$ cat src/emb_xmem_consts.vh
// constants for the external data memory bus controller
// assumes inclusion by bare name from the design files
`ifndef EMB_XMEM_CONSTS_VH
`define EMB_XMEM_CONSTS_VH

// register indices (word address on the bus)
`define EMB_IDX_MEM_IF_CTRL   8'h8E
`define EMB_IDX_UPPER_PORT    8'hA0
`define EMB_IDX_PORT0_CFG     8'hB0
`define EMB_IDX_LATCH_GPIO    8'hC0
`define EMB_IDX_STATUS        8'hF0

// memory_interface_control field positions
`define EMB_BIT_LATCH_POL     0
`define EMB_BIT_EXT_RAM_EN    1
`define EMB_BIT_WS_LO         2
`define EMB_BIT_WS_HI         3
`define EMB_BIT_EXT_STACK_EN  4

// port0 configuration field positions
`define EMB_BIT_P0_IDLE_DRIVE 8

// reset values
`define EMB_RST_MEM_IF_CTRL   5'h00
`define EMB_RST_UPPER_PORT    8'hFF
`define EMB_RST_P0_IDLE_VAL   8'hFF
`define EMB_RST_LATCH_GPIO    1'h1

// top of the internally mapped data space
`define EMB_INT_TOP           16'h0FFF

// edges from strobe end until the synchronised read byte is taken
`define EMB_RD_TAIL_CYCLES    3'h4

`endif

$ cat src/emb_sync3.v
// three-stage input synchroniser with agreement filter
// assumes din comes from pins outside the core_clk domain
`timescale 1ns/1ns
module emb_sync3 #(
    parameter WIDTH = 8
) (
    input  wire             core_clk,
    input  wire             rst_b,
    input  wire [WIDTH-1:0] din,
    output reg  [WIDTH-1:0] dout
);
    reg [WIDTH-1:0] s1_q;
    reg [WIDTH-1:0] s2_q;
    reg [WIDTH-1:0] s3_q;

    // ==================================================
    // stage chain; only s2 reads s1
    always @(posedge core_clk or negedge rst_b)
    begin
        if (!rst_b)
        begin
            s1_q <= {WIDTH{1'b0}};
            s2_q <= {WIDTH{1'b0}};
            s3_q <= {WIDTH{1'b0}};
            dout <= {WIDTH{1'b0}};
        end
        else
        begin
            s1_q <= din;
            s2_q <= s1_q;
            s3_q <= s2_q;
            if (s2_q == s3_q)
                dout <= s3_q;  // change counts once two stages agree
        end
    end
endmodule

$ cat src/emb_strobe_timer.v
// strobe width counter: counts wait_states+1 cycles, flags the last one
// assumes load is pulsed once, the cycle before the strobe starts
`timescale 1ns/1ns
`include "emb_xmem_consts.vh"
module emb_strobe_timer (
    input  wire       core_clk,
    input  wire       rst_b,
    input  wire       load,
    input  wire [1:0] wait_states,
    output wire       last
);
    reg [1:0] cnt_q;

    // ==================================================
    // down counter; zero marks the final strobe cycle
    always @(posedge core_clk or negedge rst_b)
    begin
        if (!rst_b)
            cnt_q <= 2'h0;
        else if (load)
            cnt_q <= wait_states;
        else if (cnt_q != 2'h0)
            cnt_q <= cnt_q - 2'h1;
    end

    assign last = (cnt_q == 2'h0);
endmodule

$ cat src/emb_xmem_bus.v
// external data memory bus controller with avalon-mm register slave
// assumes core request port on core_clk, pins resolved by the bench
// What this block does
// - upper address on upper port; low address and data share the multiplexed port.
// - pointer-based moves present a full 16-bit address, reaching 64K bytes.
// - latch pulse captures low address; upper port held through whole access.
// - index-based moves output only an 8-bit address within a 256-byte block.
// - paged mode leaves upper port at the software-written page value.
// - wait-state code 0..3 makes strobes last 1..4 clock periods.
// - external RAM enable low sends internal addresses inside, no bus cycle.
// - external RAM enable high routes every address to the external bus.
// - polarity bit parks latch at the latch gpio value when 0, low when 1; pulse active high.
// - latch pulses only during external accesses, idle level otherwise.
// - latch pin works as general I/O only while polarity bit is zero.
// - multiplexed port drives address and write data, tristates for read data.
// - without an access the multiplexed port returns to its configured idle.
// - address stable on both ports when the latch pulse falls.
//
// The Avalon-MM interface to the registers was chosen for this implementation.
`timescale 1ns/1ns
`include "emb_xmem_consts.vh"
module emb_xmem_bus (
    input  wire        core_clk,
    input  wire        rst_b,
    // avalon-mm register slave
    input  wire [7:0]  avs_address,
    input  wire        avs_read,
    input  wire        avs_write,
    input  wire [31:0] avs_writedata,
    input  wire [3:0]  avs_byteenable,
    output reg  [31:0] avs_readdata,
    output reg         avs_waitrequest,
    // core data move requests
    input  wire        req_valid,
    input  wire        req_write,
    input  wire        req_paged,
    input  wire [15:0] req_addr,
    input  wire [7:0]  req_wdata,
    output reg         req_ready,
    output reg         rsp_valid,
    output reg  [7:0]  rsp_rdata,
    // internal data memory
    output reg         int_req,
    output reg         int_we,
    output reg  [15:0] int_addr,
    output reg  [7:0]  int_wdata,
    input  wire [7:0]  int_rdata,
    // pins
    output reg  [7:0]  upper_address_port,
    output reg  [7:0]  mux_port_out,
    output reg         mux_port_oe_n,
    input  wire [7:0]  mux_port_in,
    output reg         addr_latch,
    output reg         rd_strobe_n,
    output reg         wr_strobe_n
);
    // ==================================================
    // access flow: address -> latch fall -> strobe -> tail for reads
    // the address phase drives both ports; the latch falls one cycle later
    // the strobe timer is armed one cycle ahead, so the first strobe
    // cycle already sees the programmed count
    // fsm states, one-hot
    localparam S_IDLE  = 6'b000001;
    localparam S_INT   = 6'b000010;
    localparam S_ADDR  = 6'b000100;
    localparam S_LATCH = 6'b001000;
    localparam S_STRB  = 6'b010000;
    localparam S_TAIL  = 6'b100000;

    // control, page and port config registers, then per-access state
    reg  [5:0]  state_q;
    reg  [4:0]  ctrl_q;
    reg  [7:0]  page_q;
    reg  [7:0]  p0_idle_q;
    reg         p0_idle_drv_q;
    reg         gpio_q;
    reg         op_write_q;
    reg  [7:0]  op_wdata_q;
    reg  [2:0]  tail_q;
    reg         strb_load;
    wire        strb_last;
    wire [7:0]  mux_in_sync;
    wire [1:0]  wait_states;
    wire        latch_pol;
    wire        ext_ram_en;
    wire [15:0] eff_addr;
    wire        go_internal;
    wire        bus_acc;
    reg  [31:0] rd_mux;

    assign latch_pol   = ctrl_q[`EMB_BIT_LATCH_POL];
    assign ext_ram_en  = ctrl_q[`EMB_BIT_EXT_RAM_EN];
    assign wait_states = ctrl_q[`EMB_BIT_WS_HI:`EMB_BIT_WS_LO];
    // paged moves decode with the page register on top
    // so a low page with the external enable clear never reaches the pins
    assign eff_addr    = req_paged ? {page_q, req_addr[7:0]} : req_addr;
    assign go_internal = !ext_ram_en && (eff_addr <= `EMB_INT_TOP);
    assign bus_acc     = avs_waitrequest && (avs_read || avs_write);

    // ==================================================
    // helpers: pin synchroniser and strobe width counter
    // the port input is asynchronous to core_clk, hence the three stages
    emb_sync3 #(
        .WIDTH (8)
    ) u_sync (
        .core_clk (core_clk),
        .rst_b    (rst_b),
        .din      (mux_port_in),
        .dout     (mux_in_sync)
    );

    emb_strobe_timer u_strobe (
        .core_clk    (core_clk),
        .rst_b       (rst_b),
        .load        (strb_load),
        .wait_states (wait_states),
        .last        (strb_last)
    );

    // ==================================================
    // register bus: one wait cycle, then answer
    // word indices: control 8E, page A0, port0 idle B0, latch gpio C0,
    // status F0; unmapped indices read zero and ignore writes
    // only byte lane 0 is looked at, except lane 1 for the idle drive bit
    always @*
    begin
        rd_mux = 32'h0000_0000;  // unmapped reads as zero
        case (avs_address)
            `EMB_IDX_MEM_IF_CTRL: rd_mux = {27'h0, ctrl_q};
            `EMB_IDX_UPPER_PORT:  rd_mux = {24'h0, page_q};
            `EMB_IDX_PORT0_CFG:   rd_mux = {23'h0, p0_idle_drv_q, p0_idle_q};
            `EMB_IDX_LATCH_GPIO:  rd_mux = {31'h0, gpio_q};
            `EMB_IDX_STATUS:      rd_mux = {16'h0, rsp_rdata, 7'h0, !state_q[0]};
            default:              rd_mux = 32'h0000_0000;
        endcase
    end

    // register file and handshake; readdata captured in the wait cycle
    always @(posedge core_clk or negedge rst_b)
    begin
        if (!rst_b)
        begin
            avs_waitrequest <= 1'b1;
            avs_readdata    <= 32'h0000_0000;
            ctrl_q          <= `EMB_RST_MEM_IF_CTRL;
            page_q          <= `EMB_RST_UPPER_PORT;
            p0_idle_q       <= `EMB_RST_P0_IDLE_VAL;
            p0_idle_drv_q   <= 1'b0;
            gpio_q          <= `EMB_RST_LATCH_GPIO;
        end
        else
        begin
            avs_waitrequest <= !bus_acc;
            if (bus_acc && avs_read)
                avs_readdata <= rd_mux;
            // write lands at the edge where waitrequest is seen low
            if (avs_write && !avs_waitrequest && avs_byteenable[0])
            begin
                case (avs_address)
                    `EMB_IDX_MEM_IF_CTRL: ctrl_q    <= avs_writedata[4:0];
                    `EMB_IDX_UPPER_PORT:  page_q    <= avs_writedata[7:0];
                    `EMB_IDX_PORT0_CFG:   p0_idle_q <= avs_writedata[7:0];
                    `EMB_IDX_LATCH_GPIO:  gpio_q    <= avs_writedata[0];
                    default:              ;
                endcase
            end
            if (avs_write && !avs_waitrequest && avs_byteenable[1] &&
                avs_address == `EMB_IDX_PORT0_CFG)
                p0_idle_drv_q <= avs_writedata[`EMB_BIT_P0_IDLE_DRIVE];
        end
    end

    // ==================================================
    // access sequencer; all pins registered
    // costs a cycle of latency per phase but keeps the strobes glitch free
    always @(posedge core_clk or negedge rst_b)
    begin
        if (!rst_b)
        begin
            state_q            <= S_IDLE;
            req_ready          <= 1'b1;
            rsp_valid          <= 1'b0;
            rsp_rdata          <= 8'h00;
            int_req            <= 1'b0;
            int_we             <= 1'b0;
            int_addr           <= 16'h0000;
            int_wdata          <= 8'h00;
            upper_address_port <= `EMB_RST_UPPER_PORT;
            mux_port_out       <= `EMB_RST_P0_IDLE_VAL;
            mux_port_oe_n      <= 1'b1;
            addr_latch         <= 1'b1;
            rd_strobe_n        <= 1'b1;
            wr_strobe_n        <= 1'b1;
            op_write_q         <= 1'b0;
            op_wdata_q         <= 8'h00;
            tail_q             <= 3'h0;
            strb_load          <= 1'b0;
        end
        else
        begin
            rsp_valid <= 1'b0;
            int_req   <= 1'b0;
            strb_load <= 1'b0;
            case (state_q)
                S_IDLE:
                begin
                    // idle: port config drives mux port, latch parked
                    mux_port_out       <= p0_idle_q;
                    mux_port_oe_n      <= !p0_idle_drv_q;
                    addr_latch         <= latch_pol ? 1'b0 : gpio_q;
                    upper_address_port <= page_q;
                    if (req_valid)
                    begin
                        req_ready  <= 1'b0;
                        op_write_q <= req_write;
                        op_wdata_q <= req_wdata;
                        if (go_internal)
                        begin
                            // internal hit: no bus cycle at all
                            int_req   <= 1'b1;
                            int_we    <= req_write;
                            int_addr  <= eff_addr;
                            int_wdata <= req_wdata;
                            state_q   <= S_INT;
                        end
                        else
                        begin
                            addr_latch    <= 1'b1;
                            mux_port_out  <= req_addr[7:0];
                            mux_port_oe_n <= 1'b0;
                            if (!req_paged)
                                upper_address_port <= req_addr[15:8];
                            state_q <= S_ADDR;
                        end
                    end
                end
                S_INT:
                begin
                    rsp_valid <= 1'b1;
                    rsp_rdata <= op_write_q ? rsp_rdata : int_rdata;
                    req_ready <= 1'b1;
                    state_q   <= S_IDLE;
                end
                S_ADDR:
                begin
                    // latch falls while address still stands on both ports
                    addr_latch <= 1'b0;
                    // arm the width counter so it holds the count in the first strobe cycle
                    strb_load  <= 1'b1;
                    state_q    <= S_LATCH;
                end
                S_LATCH:
                begin
                    if (op_write_q)
                    begin
                        mux_port_out <= op_wdata_q;
                        wr_strobe_n  <= 1'b0;
                    end
                    else
                    begin
                        mux_port_oe_n <= 1'b1;
                        rd_strobe_n   <= 1'b0;
                    end
                    state_q <= S_STRB;
                end
                S_STRB:
                begin
                    // strobe lasts wait_states+1 cycles
                    if (strb_last && !strb_load)
                    begin
                        wr_strobe_n <= 1'b1;
                        rd_strobe_n <= 1'b1;
                        tail_q      <= `EMB_RD_TAIL_CYCLES;
                        if (op_write_q)
                        begin
                            rsp_valid <= 1'b1;
                            req_ready <= 1'b1;
                            state_q   <= S_IDLE;
                        end
                        else
                            state_q <= S_TAIL;
                    end
                end
                S_TAIL:
                begin
                    // synchroniser lag: this value is the pin at strobe end
                    // the pin passes three stages plus the agreement register,
                    // so the strobe-end byte shows up four edges later;
                    // the ram must hold it one cycle past the strobe
                    tail_q <= tail_q - 3'h1;
                    if (tail_q == 3'h1)
                    begin
                        rsp_rdata <= mux_in_sync;
                        rsp_valid <= 1'b1;
                        req_ready <= 1'b1;
                        state_q   <= S_IDLE;
                    end
                end
                default:
                    state_q <= S_IDLE;
            endcase
        end
    end
endmodule

$ cat config.mk
export PLATFORM = sky130hd
export DESIGN_NAME = emb_xmem_bus
export DESIGN_NICKNAME = d
export VERILOG_FILES = /design/src/emb_sync3.v /design/src/emb_strobe_timer.v /design/src/emb_xmem_bus.v
export VERILOG_INCLUDE_DIRS = /design/src
export SDC_FILE = /design/constraint.sdc
export NUM_CORES = 1
export LEC_CHECK = 0
export BUFFER_PORTS_ARGS = -buffer_cell sky130_fd_sc_hd__buf_2
export CORE_ASPECT_RATIO = 0.9
export CORE_UTILIZATION = 50
export CTS_CLUSTER_DIAMETER = 30
export DETAILED_ROUTE_END_ITERATION = 8
export HOLD_SLACK_MARGIN = 0.03
export PLACE_DENSITY = 0.84
export SKIP_CTS_REPAIR_TIMING = 1
export SYNTH_ARGS = -nofsm -noshare
export SYNTH_HDL_FRONTEND = slang
export SYNTH_SLANG_ARGS = --single-unit
$ cat constraint.sdc
create_clock -name core_clk -period 4.2 [get_ports core_clk]
set_input_delay 0.21 -clock core_clk [delete_from_list [all_inputs] [get_ports core_clk]]
set_output_delay 0.21 -clock core_clk [all_outputs]
set_load 0.01 [all_outputs]
# == Yosys cells after proc, flatten, opt, wreduce, memory -nomap -nowiden ==
# Cells that the tools add are included.
# word_totals
elab_cells,139
output_inout_bits,89
in_bits,91
ff_bits,165
# op_classes
eq_ne,20
n_lt_le_gt_ge,1
mux,48
n_addsub,2
reduce_logical,38
# op_table
op,n
$pmux W16 S5,1
$mux W8,8
$eq A8 B8 Y1 const B,5
$pmux W8 S2,2
$pmux W6 S5,1
$mux W6,4
$mux W1,20
$le A16 B12 Y1 const B,1
$mux W16,1
$reduce_and A2 Y1,8
$reduce_and A3 Y1,5
$ne A2 B2 Y1 const B,7
$reduce_bool A2 Y1,7
$eq A8 B8 Y1,1
$logic_and A1 B1 Y1,8
$pmux W1 S2,4
$eq A6 B1 Y1 const B,1
$eq A6 B2 Y1 const B,1
$eq A6 B3 Y1 const B,1
$eq A6 B4 Y1 const B,1
$eq A6 B5 Y1 const B,1
$eq A6 B6 Y1 const B,1
$logic_not A1 Y1,6
$mux W3,2
11 further kinds,12

# == Logic depth before layout (Yosys ltp) ==
# Gate-level depths: netlist of run 1.
# logic_depth
ltp_word,6
ltp_mapped,6
mapped_depth_nobuf,6

# == Modules after synthesis ==
# From an unflattened synthesis of run 1, not the netlist that was laid out.
# hier_totals
hier_cells,494
area_unflattened_um2,6384.9
# modules_own_cells
mod,seq_area_each_um2,cells_per_inst,instances,area_per_inst_um2
emb_xmem_bus,2927.8,431,1,5293.8
emb_sync3,800.8,51,1,977.2
emb_strobe_timer,50.0,12,1,113.9

# == Worst setup path before layout of run 1 ==
# No wires, ideal clock.
# synth_path
path_kind,flip-flop to flip-flop
start,register page_q[7]
end,register int_addr[0]
period_less_slack_ps,2034
t_arrival_ps,1906
required_ps,4073
path_slack_ps,2166
n_path_buf,1
path_stages_with_launch,6
setup_time_ps,127
cell_sequence,dfstp_2 > or4b_1 > a211o_1 > nor2_8 > buf_6 > mux2_1
# synth_via
elab_chain_len,4
# synth_rtl
item,line_no,text
from (decl),emb_xmem_bus.v:73,reg [7:0] page_q;
from (signal assigned),emb_xmem_bus.v:146,page_q <= `EMB_RST_UPPER_PORT;
from (signal assigned),emb_xmem_bus.v:161,`EMB_IDX_UPPER_PORT: page_q <= avs_writedata[7:0];
$mux W16,emb_xmem_bus.v:96,"assign eff_addr = req_paged ? {page_q, req_addr[7:0]} : req_addr;"
$le A16 B12 Y1 (no line),-,
$logic_and A1 B1 Y1,emb_xmem_bus.v:97,assign go_internal = !ext_ram_en && (eff_addr <= `EMB_INT_TOP);
$reduce_and A3 Y1 (no line),-,
to (signal assigned),emb_xmem_bus.v:222,int_addr <= eff_addr;
to (decl),emb_xmem_bus.v:45,"output reg [15:0] int_addr,"
# No other way between the ends.
# A chain may end at the register's enable or synchronous reset.

# == Worst setup path after layout of run 1 ==
# layout_path
start,register state_q[3]
end,register int_wdata[4]
# layout_via
elab_chain_len,2
# layout_rtl
item,line_no,text
from (decl),emb_xmem_bus.v:71,reg [5:0] state_q;
from (signal assigned),emb_xmem_bus.v:180,state_q <= S_IDLE;
from (signal assigned),emb_xmem_bus.v:224,state_q <= S_INT;
from (signal assigned),emb_xmem_bus.v:233,state_q <= S_ADDR;
$eq A6 B1 Y1,emb_xmem_bus.v:204,case (state_q)
$reduce_and A3 Y1 (no line),-,
to (signal assigned),emb_xmem_bus.v:223,int_wdata <= req_wdata;
to (decl),emb_xmem_bus.v:46,"output reg [7:0] int_wdata,"
# No other way between the ends.

==> out/qor.csv, run 1 <==
metric,value,unit
Hold Crit Start,req_wdata[6],
Most used DFF post-synth,dfrtp_1,
RSZ-0062 raised after global routing,no,
final wirelength,14400,um
fill count,931,
YS warnings,0,
final worst setup slack,1290,ps
fmax,0.344,GHz
final instance area,0.00778,mm^2
Placed Instances,767,
first-pass GRT wire length,23000,um
Power Density,603,mW/mm^2
family with the most delay on the worst path,simple AND/OR/NAND/NOR gates,
placed wire-length estimate,10200,um
Register-to-Register Path Depth,4,
DR pass1 iterations,5,
Fin. Hold Viols,0,
setup TNS,0,ps
Diodes inserted,0,
Starting Density,51.9,%
share of cells above drive strength 1,43.5,%
H-tree depth,4,
post-route ant nets,0,
final hold slack,30.0,ps
nets,734,
Die X,121,um
Rel. slew slack,30.0,%
drt drc,0,
Slowest cell on crit path,nand4b_1,
fin crit period,2910,ps
I/O Buffers,138,
worst hold path class,primary input to flop,
worst path buffer plus inverter count,0,
max incr delay on CP,750,ps
Mapped Area,0.00634,mm^2
CTS tree,done,
fin cells,813,
Max IR drop VDD,0.389,mV
Static Leak,3.70,nW
Num CTS Buffers,17,
Startpoint Class,flop,
area of the multi-input gates,0.00236,mm^2
vias in the first global route,4620,
Final Skew,10.8,ps
average size of a mapped cell,12.9,um^2
count of cell types in the netlist,55,
Max Slew Vio Count,0,
Levels on crit path,4,
Worst R2R Start,state_q[3],
Synth async-reset ratio,100,%
latest clock arrival within the worst-skew pair,420,ps
Crit Path Max Fanout,26,
number of setup violations in the final report,0,
post-DR wirelength/cell,17.7,um
Final Cycle Share,69.3,%
CP Capture Type,flop,
Die Ht,109,um
GRT Total Usage,23.3,%
grt ovf,0,
status,"complete, no violations",
CP arrival,3210,ps
core area,0.0122,mm^2
initial antenna violation count,0,
"Cell Area, Placed",0.00708,mm^2
clock slew at reported path FFs,60,ps
Synth Register Bits,149,
crit-path cells,"nor4_1, nand4b_1, nor2_8, mux2_2",
Vias,4525,
row count,38,
CP Data Required Time,4500,ps
CTS sink cnt,149,
DIE AREA,0.0131,mm^2
Syn-to-layout area delta,22.8,%
CTS root buf,clkbuf_16,
Max Root-Sink Buffers,2,
pin count of the biggest net entering global routing,121,
max cap viols,0,
hold-critical path depth,2,
DR vias/cell,5.57,
sequential fraction of the synthesis area,59.6,%
I/O pin count,180,
global placement routability congestion,0.812,
Place WS,1370,ps
crit path kind,flop to flop,
number of synthesized flops with an enable pin,0,
starting DRC count in detailed routing,330,
Critical path origin,state_q[3],
register area,0.00378,mm^2
Mapped Cells,492,
Least-Margin Pin Slew,1050,ps
[final timing paths]
| kind | slack, ps | end |
|---|---|---|
| worst min-delay path | 30 | int_wdata[6] |
| min in group asynchronous | 500 | int_wdata[1] |
| worst max register to register | 1290 | int_wdata[4] |
| worst max-delay path | 1290 | int_wdata[4] |
| worst min register to register | 350 | u_sync.s2_q[4] |
| max in group asynchronous | 2620 | gpio_q |
[metal layers]
layer  GRT usage (%)  wire (um)  vias to the layer above
li1                -          -                     2042
met1            27.7       5780                     2279
met2            40.0       7520                      175
met3            6.90        781                       29
met4            8.91        288                        0
met5               0          0                        -
[cells in the mapped netlist (2+ instances only)]
cell,number,share of area (%)
clkbuf_1,18,1.1
a22o_1,7,0.97
buf_6,2,0.36
nand2b_1,2,0.20
nor3_1,2,0.16
a21oi_1,9,0.71
xor2_1,10,1.4
nand3b_1,4,0.47
mux2_2,64,11
nor4_1,3,0.30
nand4b_1,4,0.55
o21ai_0,22,1.7
a2bb2oi_1,4,0.55
a31oi_1,13,1.3
a221oi_1,3,0.41
a21o_1,2,0.24
dfstp_2,40,17
buf_4,17,2.0
o31ai_1,5,0.59
nor2b_1,13,1.3
nor3_2,3,0.47
nand2_1,36,2.1
ha_1,3,0.59
nand3_1,6,0.47
mux2_1,11,2.0
or4_1,2,0.24
o22ai_1,2,0.20
mux2i_1,16,2.5
dfrtp_1,109,43
inv_1,9,0.53
nand4_1,2,0.20
a32oi_1,8,1.1
nor2_1,19,1.1
[logic make-up after synthesis]
family / count (synthesis) / synth area share [%]
multiplexers: 91 / 15.8
XOR/XNOR: 10 / 1.38
AND/OR/NAND/NOR: 107 / 9.29
flip-flops: 149 / 59.6
adder cells (fa/ha/maj): 3 / 0.592
other: 1 / 0.0591
AO/OA/AOI/OAI: 83 / 9.14
buffers and inverters: 48 / 4.10
[stage by stage]
stage	power (mW)	utilization [%]
after global placement	3.15	57.9
after floorplan	2.78	-
after global routing	4.96	63.7
after CTS	4.71	62.6
after detailed placement	3.24	57.9
final	4.69	63.7
[power by group]
group / internal [mW] / switching, mW / total [mW]
sequential: 1.85 / 0.212 / 2.06
combinational: 0.525 / 0.652 / 1.18
clock: 0.828 / 0.625 / 1.45
[cells in the final DEF (no fill, tap or decap), drive strengths merged, types with 2 or more instances in the layout]
cell type,instances
buf,139
a21o,2
nor2b,13
conb,16
nand2,36
xor2,10
clkinv,7
mux2i,16
a2bb2oi,4
mux2,75
o21ai,22
ha,3
nand3,6
a21oi,9
nor4,4
o22ai,2
a221oi,3
or4,3
a31oi,13
a22o,7
a32oi,8
nor3,5
dfstp,40
nand4,2
nand3b,4
nand4b,4
dlygate4sd3,14
nor2,20
dfrtp,109
clkbuf,17
inv,15
o31ai,6
nand2b,2
[flip-flops by register name, indices dropped and copies added (netlist names), 2 cells and up]
signal,count
tail_q,3
u_sync.s3_q,8
int_wdata,8
u_sync.s1_q,8
u_sync.dout,8
state_q,6
op_wdata_q,8
p0_idle_q,8
u_strobe.cnt_q,2
u_sync.s2_q,8
int_addr,16
upper_address_port,8
ctrl_q,5
page_q,8
avs_readdata,16
mux_port_out,8
rsp_rdata,8
[cell type report]
cell class | count | area share [%]
well taps | 160 | 2.57
multi-input cells | 310 | 30.3
clock inverters | 15 | 1.85
clock buffers | 17 | 5.46
flip-flops and latches | 149 | 48.5
repair buffers | 153 | 10.8
inverters | 9 | 0.434
(Power assumes the default switching activity.)
==> run 2: changes to the inputs <==
- clock period: 4.2 -> 2.85 ns (I/O delays scaled with it)
==> run 2 against run 1 <==
Against the previous run:
- global-route usage down 1.5 points
- worst hold slack better by 2.8 ps
- clock power up 50%
- setup slack worse by 870 ps
- wire length down 1.1%
- sequential share of layout area down 1.7 points
- critical path type unchanged
- largest cell class unchanged
==> out/qor.csv, run 2 (synthesis results as in run 1) <==
metric,value,unit
post-route ant nets,0,
GRT Total Usage,21.7,%
fin crit period,2440,ps
I/O Buffers,138,
Least-Margin Pin Slew,751,ps
Max Slew Vio Count,0,
number of setup violations in the final report,0,
Crit Path Max Fanout,26,
nets,761,
fmax,0.411,GHz
share of cells above drive strength 1,42.2,%
grt ovf,0,
Final Cycle Share,85.5,%
setup TNS,0,ps
status,"complete, no violations",
CP arrival,2730,ps
"commonest non-fill, non-tap cells in the layout","137 x buf_2, 109 x dfrtp_1, 64 x mux2_2",
Vias,4537,
placed wire-length estimate,9840,um
CP Data Required Time,3140,ps
CTS sink cnt,149,
DR vias/cell,5.40,
vias in the first global route,4313,
worst hold path class,primary input to flop,
fin util,66.0,%
CTS tree,done,
pin count of the biggest net entering global routing,79,
Register-to-Register Path Depth,4,
Startpoint Class,flop,
first-pass GRT wire length,21500,um
I/O pin count,180,
Placed Instances,771,
Diodes inserted,0,
initial antenna violation count,0,
Die X,121,um
Max IR drop VDD,0.680,mV
CP Capture Type,flop,
DIE AREA,0.0131,mm^2
crit path kind,flop to flop,
Die Ht,109,um
clock slew at reported path FFs,60,ps
Worst R2R Start,page_q[7],
H-tree depth,4,
Max Root-Sink Buffers,2,
Power Density,867,mW/mm^2
core area,0.0122,mm^2
Rel. slew slack,49.8,%
slack of the worst reg-to-reg path,410,ps
global placement routability congestion,0.818,
Num CTS Buffers,17,
CTS root buf,clkbuf_16,
post-DR wirelength/cell,16.9,um
Static Leak,3.82,nW
fill count,882,
DR pass1 iterations,5,
Largest regs,"avs_readdata (16), int_addr (16)",
hold-critical path depth,3,
fin cells,840,
latest clock arrival within the worst-skew pair,420,ps
Critical path origin,page_q[7],
drt drc,0,
final hold slack,32.9,ps
max cap viols,0,
worst r2r dst,int_addr[1],
Tot Pwr,6.99,mW
Starting Density,51.9,%
final wirelength,14200,um
starting DRC count in detailed routing,323,
Fin. Hold Viols,0,
row count,38,
Final Skew,9.41,ps
"most common cell after layout, fill and taps aside",buf_2,
Syn-to-layout area delta,27.2,%
Worst Setup EP,int_addr[1],
RSZ-0062 raised after global routing,no,
run 2: stage by stage:
stage	area, um^2	setup WS [ps]
after global routing	8070	329
after CTS	7700	448
final	8070	414
after global placement	7120	509
after floorplan	6400	816
after detailed placement	7120	467
run 2: final cells by class:
cell class / count / area (um^2) / share of cell area, %
multi-input combinational: 310 / 2360 / 29.2
tap: 160 / 200 / 2.48
inverter: 9 / 33.8 / 0.419
timing repair buffer: 180 / 1120 / 13.8
clock inverter: 14 / 151 / 1.88
clock buffer: 18 / 429 / 5.32
sequential: 149 / 3780 / 46.8
run 2: where the power goes:
part	internal (mW)	total [mW]	switching [mW]
clock network	1.30	2.18	0.887
logic	0.810	1.77	0.957
registers	2.73	3.04	0.312
run 2: worst min-delay path by stage:
| stage | to | start | slack, ps |
|---|---|---|---|
| 2_1_floorplan | avs_readdata[0] | rst_b | -150 |
| 3_3_place_gp | int_wdata[1] | rst_b | 200 |
| 3_5_place_dp | int_wdata[1] | rst_b | 220 |
| 4_1_cts | int_wdata[1] | rst_b | -220 |
| 5_1_grt | upper_address_port[4] | req_addr[12] | 30 |
| 6_report | upper_address_port[1] | req_addr[9] | 30 |
run 2: metal layers:
metal	share of wire (%)	wire length (um)	global-route usage [%]	vias up
met5	0	0	0	-
met1	43	6040	26.4	2260
met3	5.3	755	6.96	16
met2	51	7210	36.9	162
li1	-	-	-	2099
met4	1.4	200	7.32	0
run 2: critical path, cell delays in order (launching register included):
cell	delay [ps]
dfstp_2	380
or4b_1	570
a211o_1	530
nor2_8	430
mux2_1	400
==> run 3: changes to the inputs <==
- RECOVER_POWER: unset -> 25
==> run 3 against run 2 <==
Against the previous run:
- the flow now finishes with violations (capacitance limit, slew limit)
- cell area hardly changed
- non-clock buffer count stayed put
- global-route usage stayed put
- register-to-register slack is essentially flat
- sequential power about the same
- largest power group unchanged
- highest routed layer unchanged
==> out/qor.csv, run 3 (synthesis results as in run 1) <==
metric,value,unit
status,"complete, but fails checks",
failing checks,"capacitance limit, slew limit",
fin crit period,2420,ps
"commonest non-fill, non-tap cells in the layout","137 x buf_2, 109 x dfrtp_1, 64 x mux2_2",
final worst setup slack,426,ps
Final Skew,8.23,ps
I/O pin count,180,
CP Data Required Time,3140,ps
nets,761,
Die Ht,109,um
Worst Setup EP,int_addr[1],
Fin. Hold Viols,0,
GRT Total Usage,21.7,%
first-pass GRT wire length,21500,um
DR vias/cell,5.39,
latest clock arrival within the worst-skew pair,420,ps
Power Density,867,mW/mm^2
worst hold path class,primary input to flop,
CTS sink cnt,149,
Place WS,467,ps
slack of the worst reg-to-reg path,430,ps
setup TNS,0,ps
Die X,121,um
fill count,881,
Register-to-Register Path Depth,4,
max cap viols,1,
Vias,4528,
number of setup violations in the final report,0,
H-tree depth,4,
Final Cycle Share,85.0,%
core area,0.0122,mm^2
post-DR wirelength/cell,16.9,um
placed wire-length estimate,9840,um
Diodes inserted,0,
CTS tree,done,
Placed Instances,771,
Crit Path Max Fanout,26,
CP arrival,2710,ps
share of cells above drive strength 1,42.2,%
vias in the first global route,4313,
register area,0.00378,mm^2
CTS root buf,clkbuf_16,
Worst R2R Start,page_q[7],
Startpoint Class,flop,
post-route ant nets,0,
row count,38,
grt ovf,0,
global placement routability congestion,0.818,
CP Capture Type,flop,
Max Slew Vio Count,78,
fmax,0.413,GHz
drt drc,0,
DIE AREA,0.0131,mm^2
initial antenna violation count,0,
Largest regs,"avs_readdata (16), int_addr (16)",
DR pass1 iterations,5,
area of the multi-input gates,0.00236,mm^2
Rel. slew slack,-25.7,%
starting DRC count in detailed routing,273,
final wirelength,14200,um
I/O Buffers,138,
Static Leak,3.82,nW
crit path kind,flop to flop,
Least-Margin Pin Slew,1890,ps
final instance area,0.00806,mm^2
Max IR drop VDD,0.678,mV
Syn-to-layout area delta,27.2,%
Num CTS Buffers,17,
Starting Density,51.9,%
Max Root-Sink Buffers,2,
pin count of the biggest net entering global routing,79,
fin cells,840,
Hold Crit Start,req_addr[9],
clock slew at reported path FFs,60,ps
"Cell Area, Placed",0.00712,mm^2
RSZ-0062 raised after global routing,no,
Tot Pwr,6.99,mW
Critical path origin,page_q[7],
worst r2r dst,int_addr[1],
"most common cell after layout, fill and taps aside",buf_2,
run 3: layout make-up:
| type | count | share of cell area (%) |
|---|---|---|
| clock inverters | 14 | 1.88 |
| repair buffers | 180 | 13.8 |
| flip-flops and latches | 149 | 46.9 |
| inverters | 9 | 0.419 |
| well taps | 160 | 2.48 |
| clock buffers | 18 | 5.32 |
| multi-input cells | 310 | 29.3 |
run 3: through the flow:
stage	hold WS (ps)	utilization, %
finish	36.2	66.0
detailed placement	223	58.3
global placement	198	58.3
CTS	-223	63.0
floorplan	-153	-
global route	30.4	66.0
run 3: critical path, cell delays in order (launching register included):
cell	delay, ps
dfstp_2	380
or4b_1	570
a211o_1	530
nor2_8	420
mux2_1	390
run 3: routing by layer:
layer	vias to the layer above	global-route usage [%]	wire length (um)
met4	0	7.32	197
li1	2102	-	-
met1	2257	26.4	5920
met5	-	0	0
met2	153	36.9	7260
met3	16	6.96	808
run 3: report_power, final:
| group | internal, mW | switching (mW) | leakage (nW) | total [mW] |
|---|---|---|---|---|
| Clock | 1.30 | 0.889 | 0.281 | 2.19 |
| Combinational | 0.809 | 0.954 | 1.74 | 1.76 |
| Sequential | 2.73 | 0.309 | 1.80 | 3.04 |
| Total | 4.84 | 2.15 | 3.82 | 6.99 |
run 3: how the worst min path moves through the flow:
stage / slack, ps / cells after the start / to
6_report: 40 / 3 / upper_address_port[1]
5_1_grt: 30 / 3 / upper_address_port[4]
4_1_cts: -220 / 1 / int_wdata[1]
3_5_place_dp: 220 / 1 / int_wdata[1]
3_3_place_gp: 200 / 1 / int_wdata[1]
2_1_floorplan: -150 / 0 / avs_readdata[0]
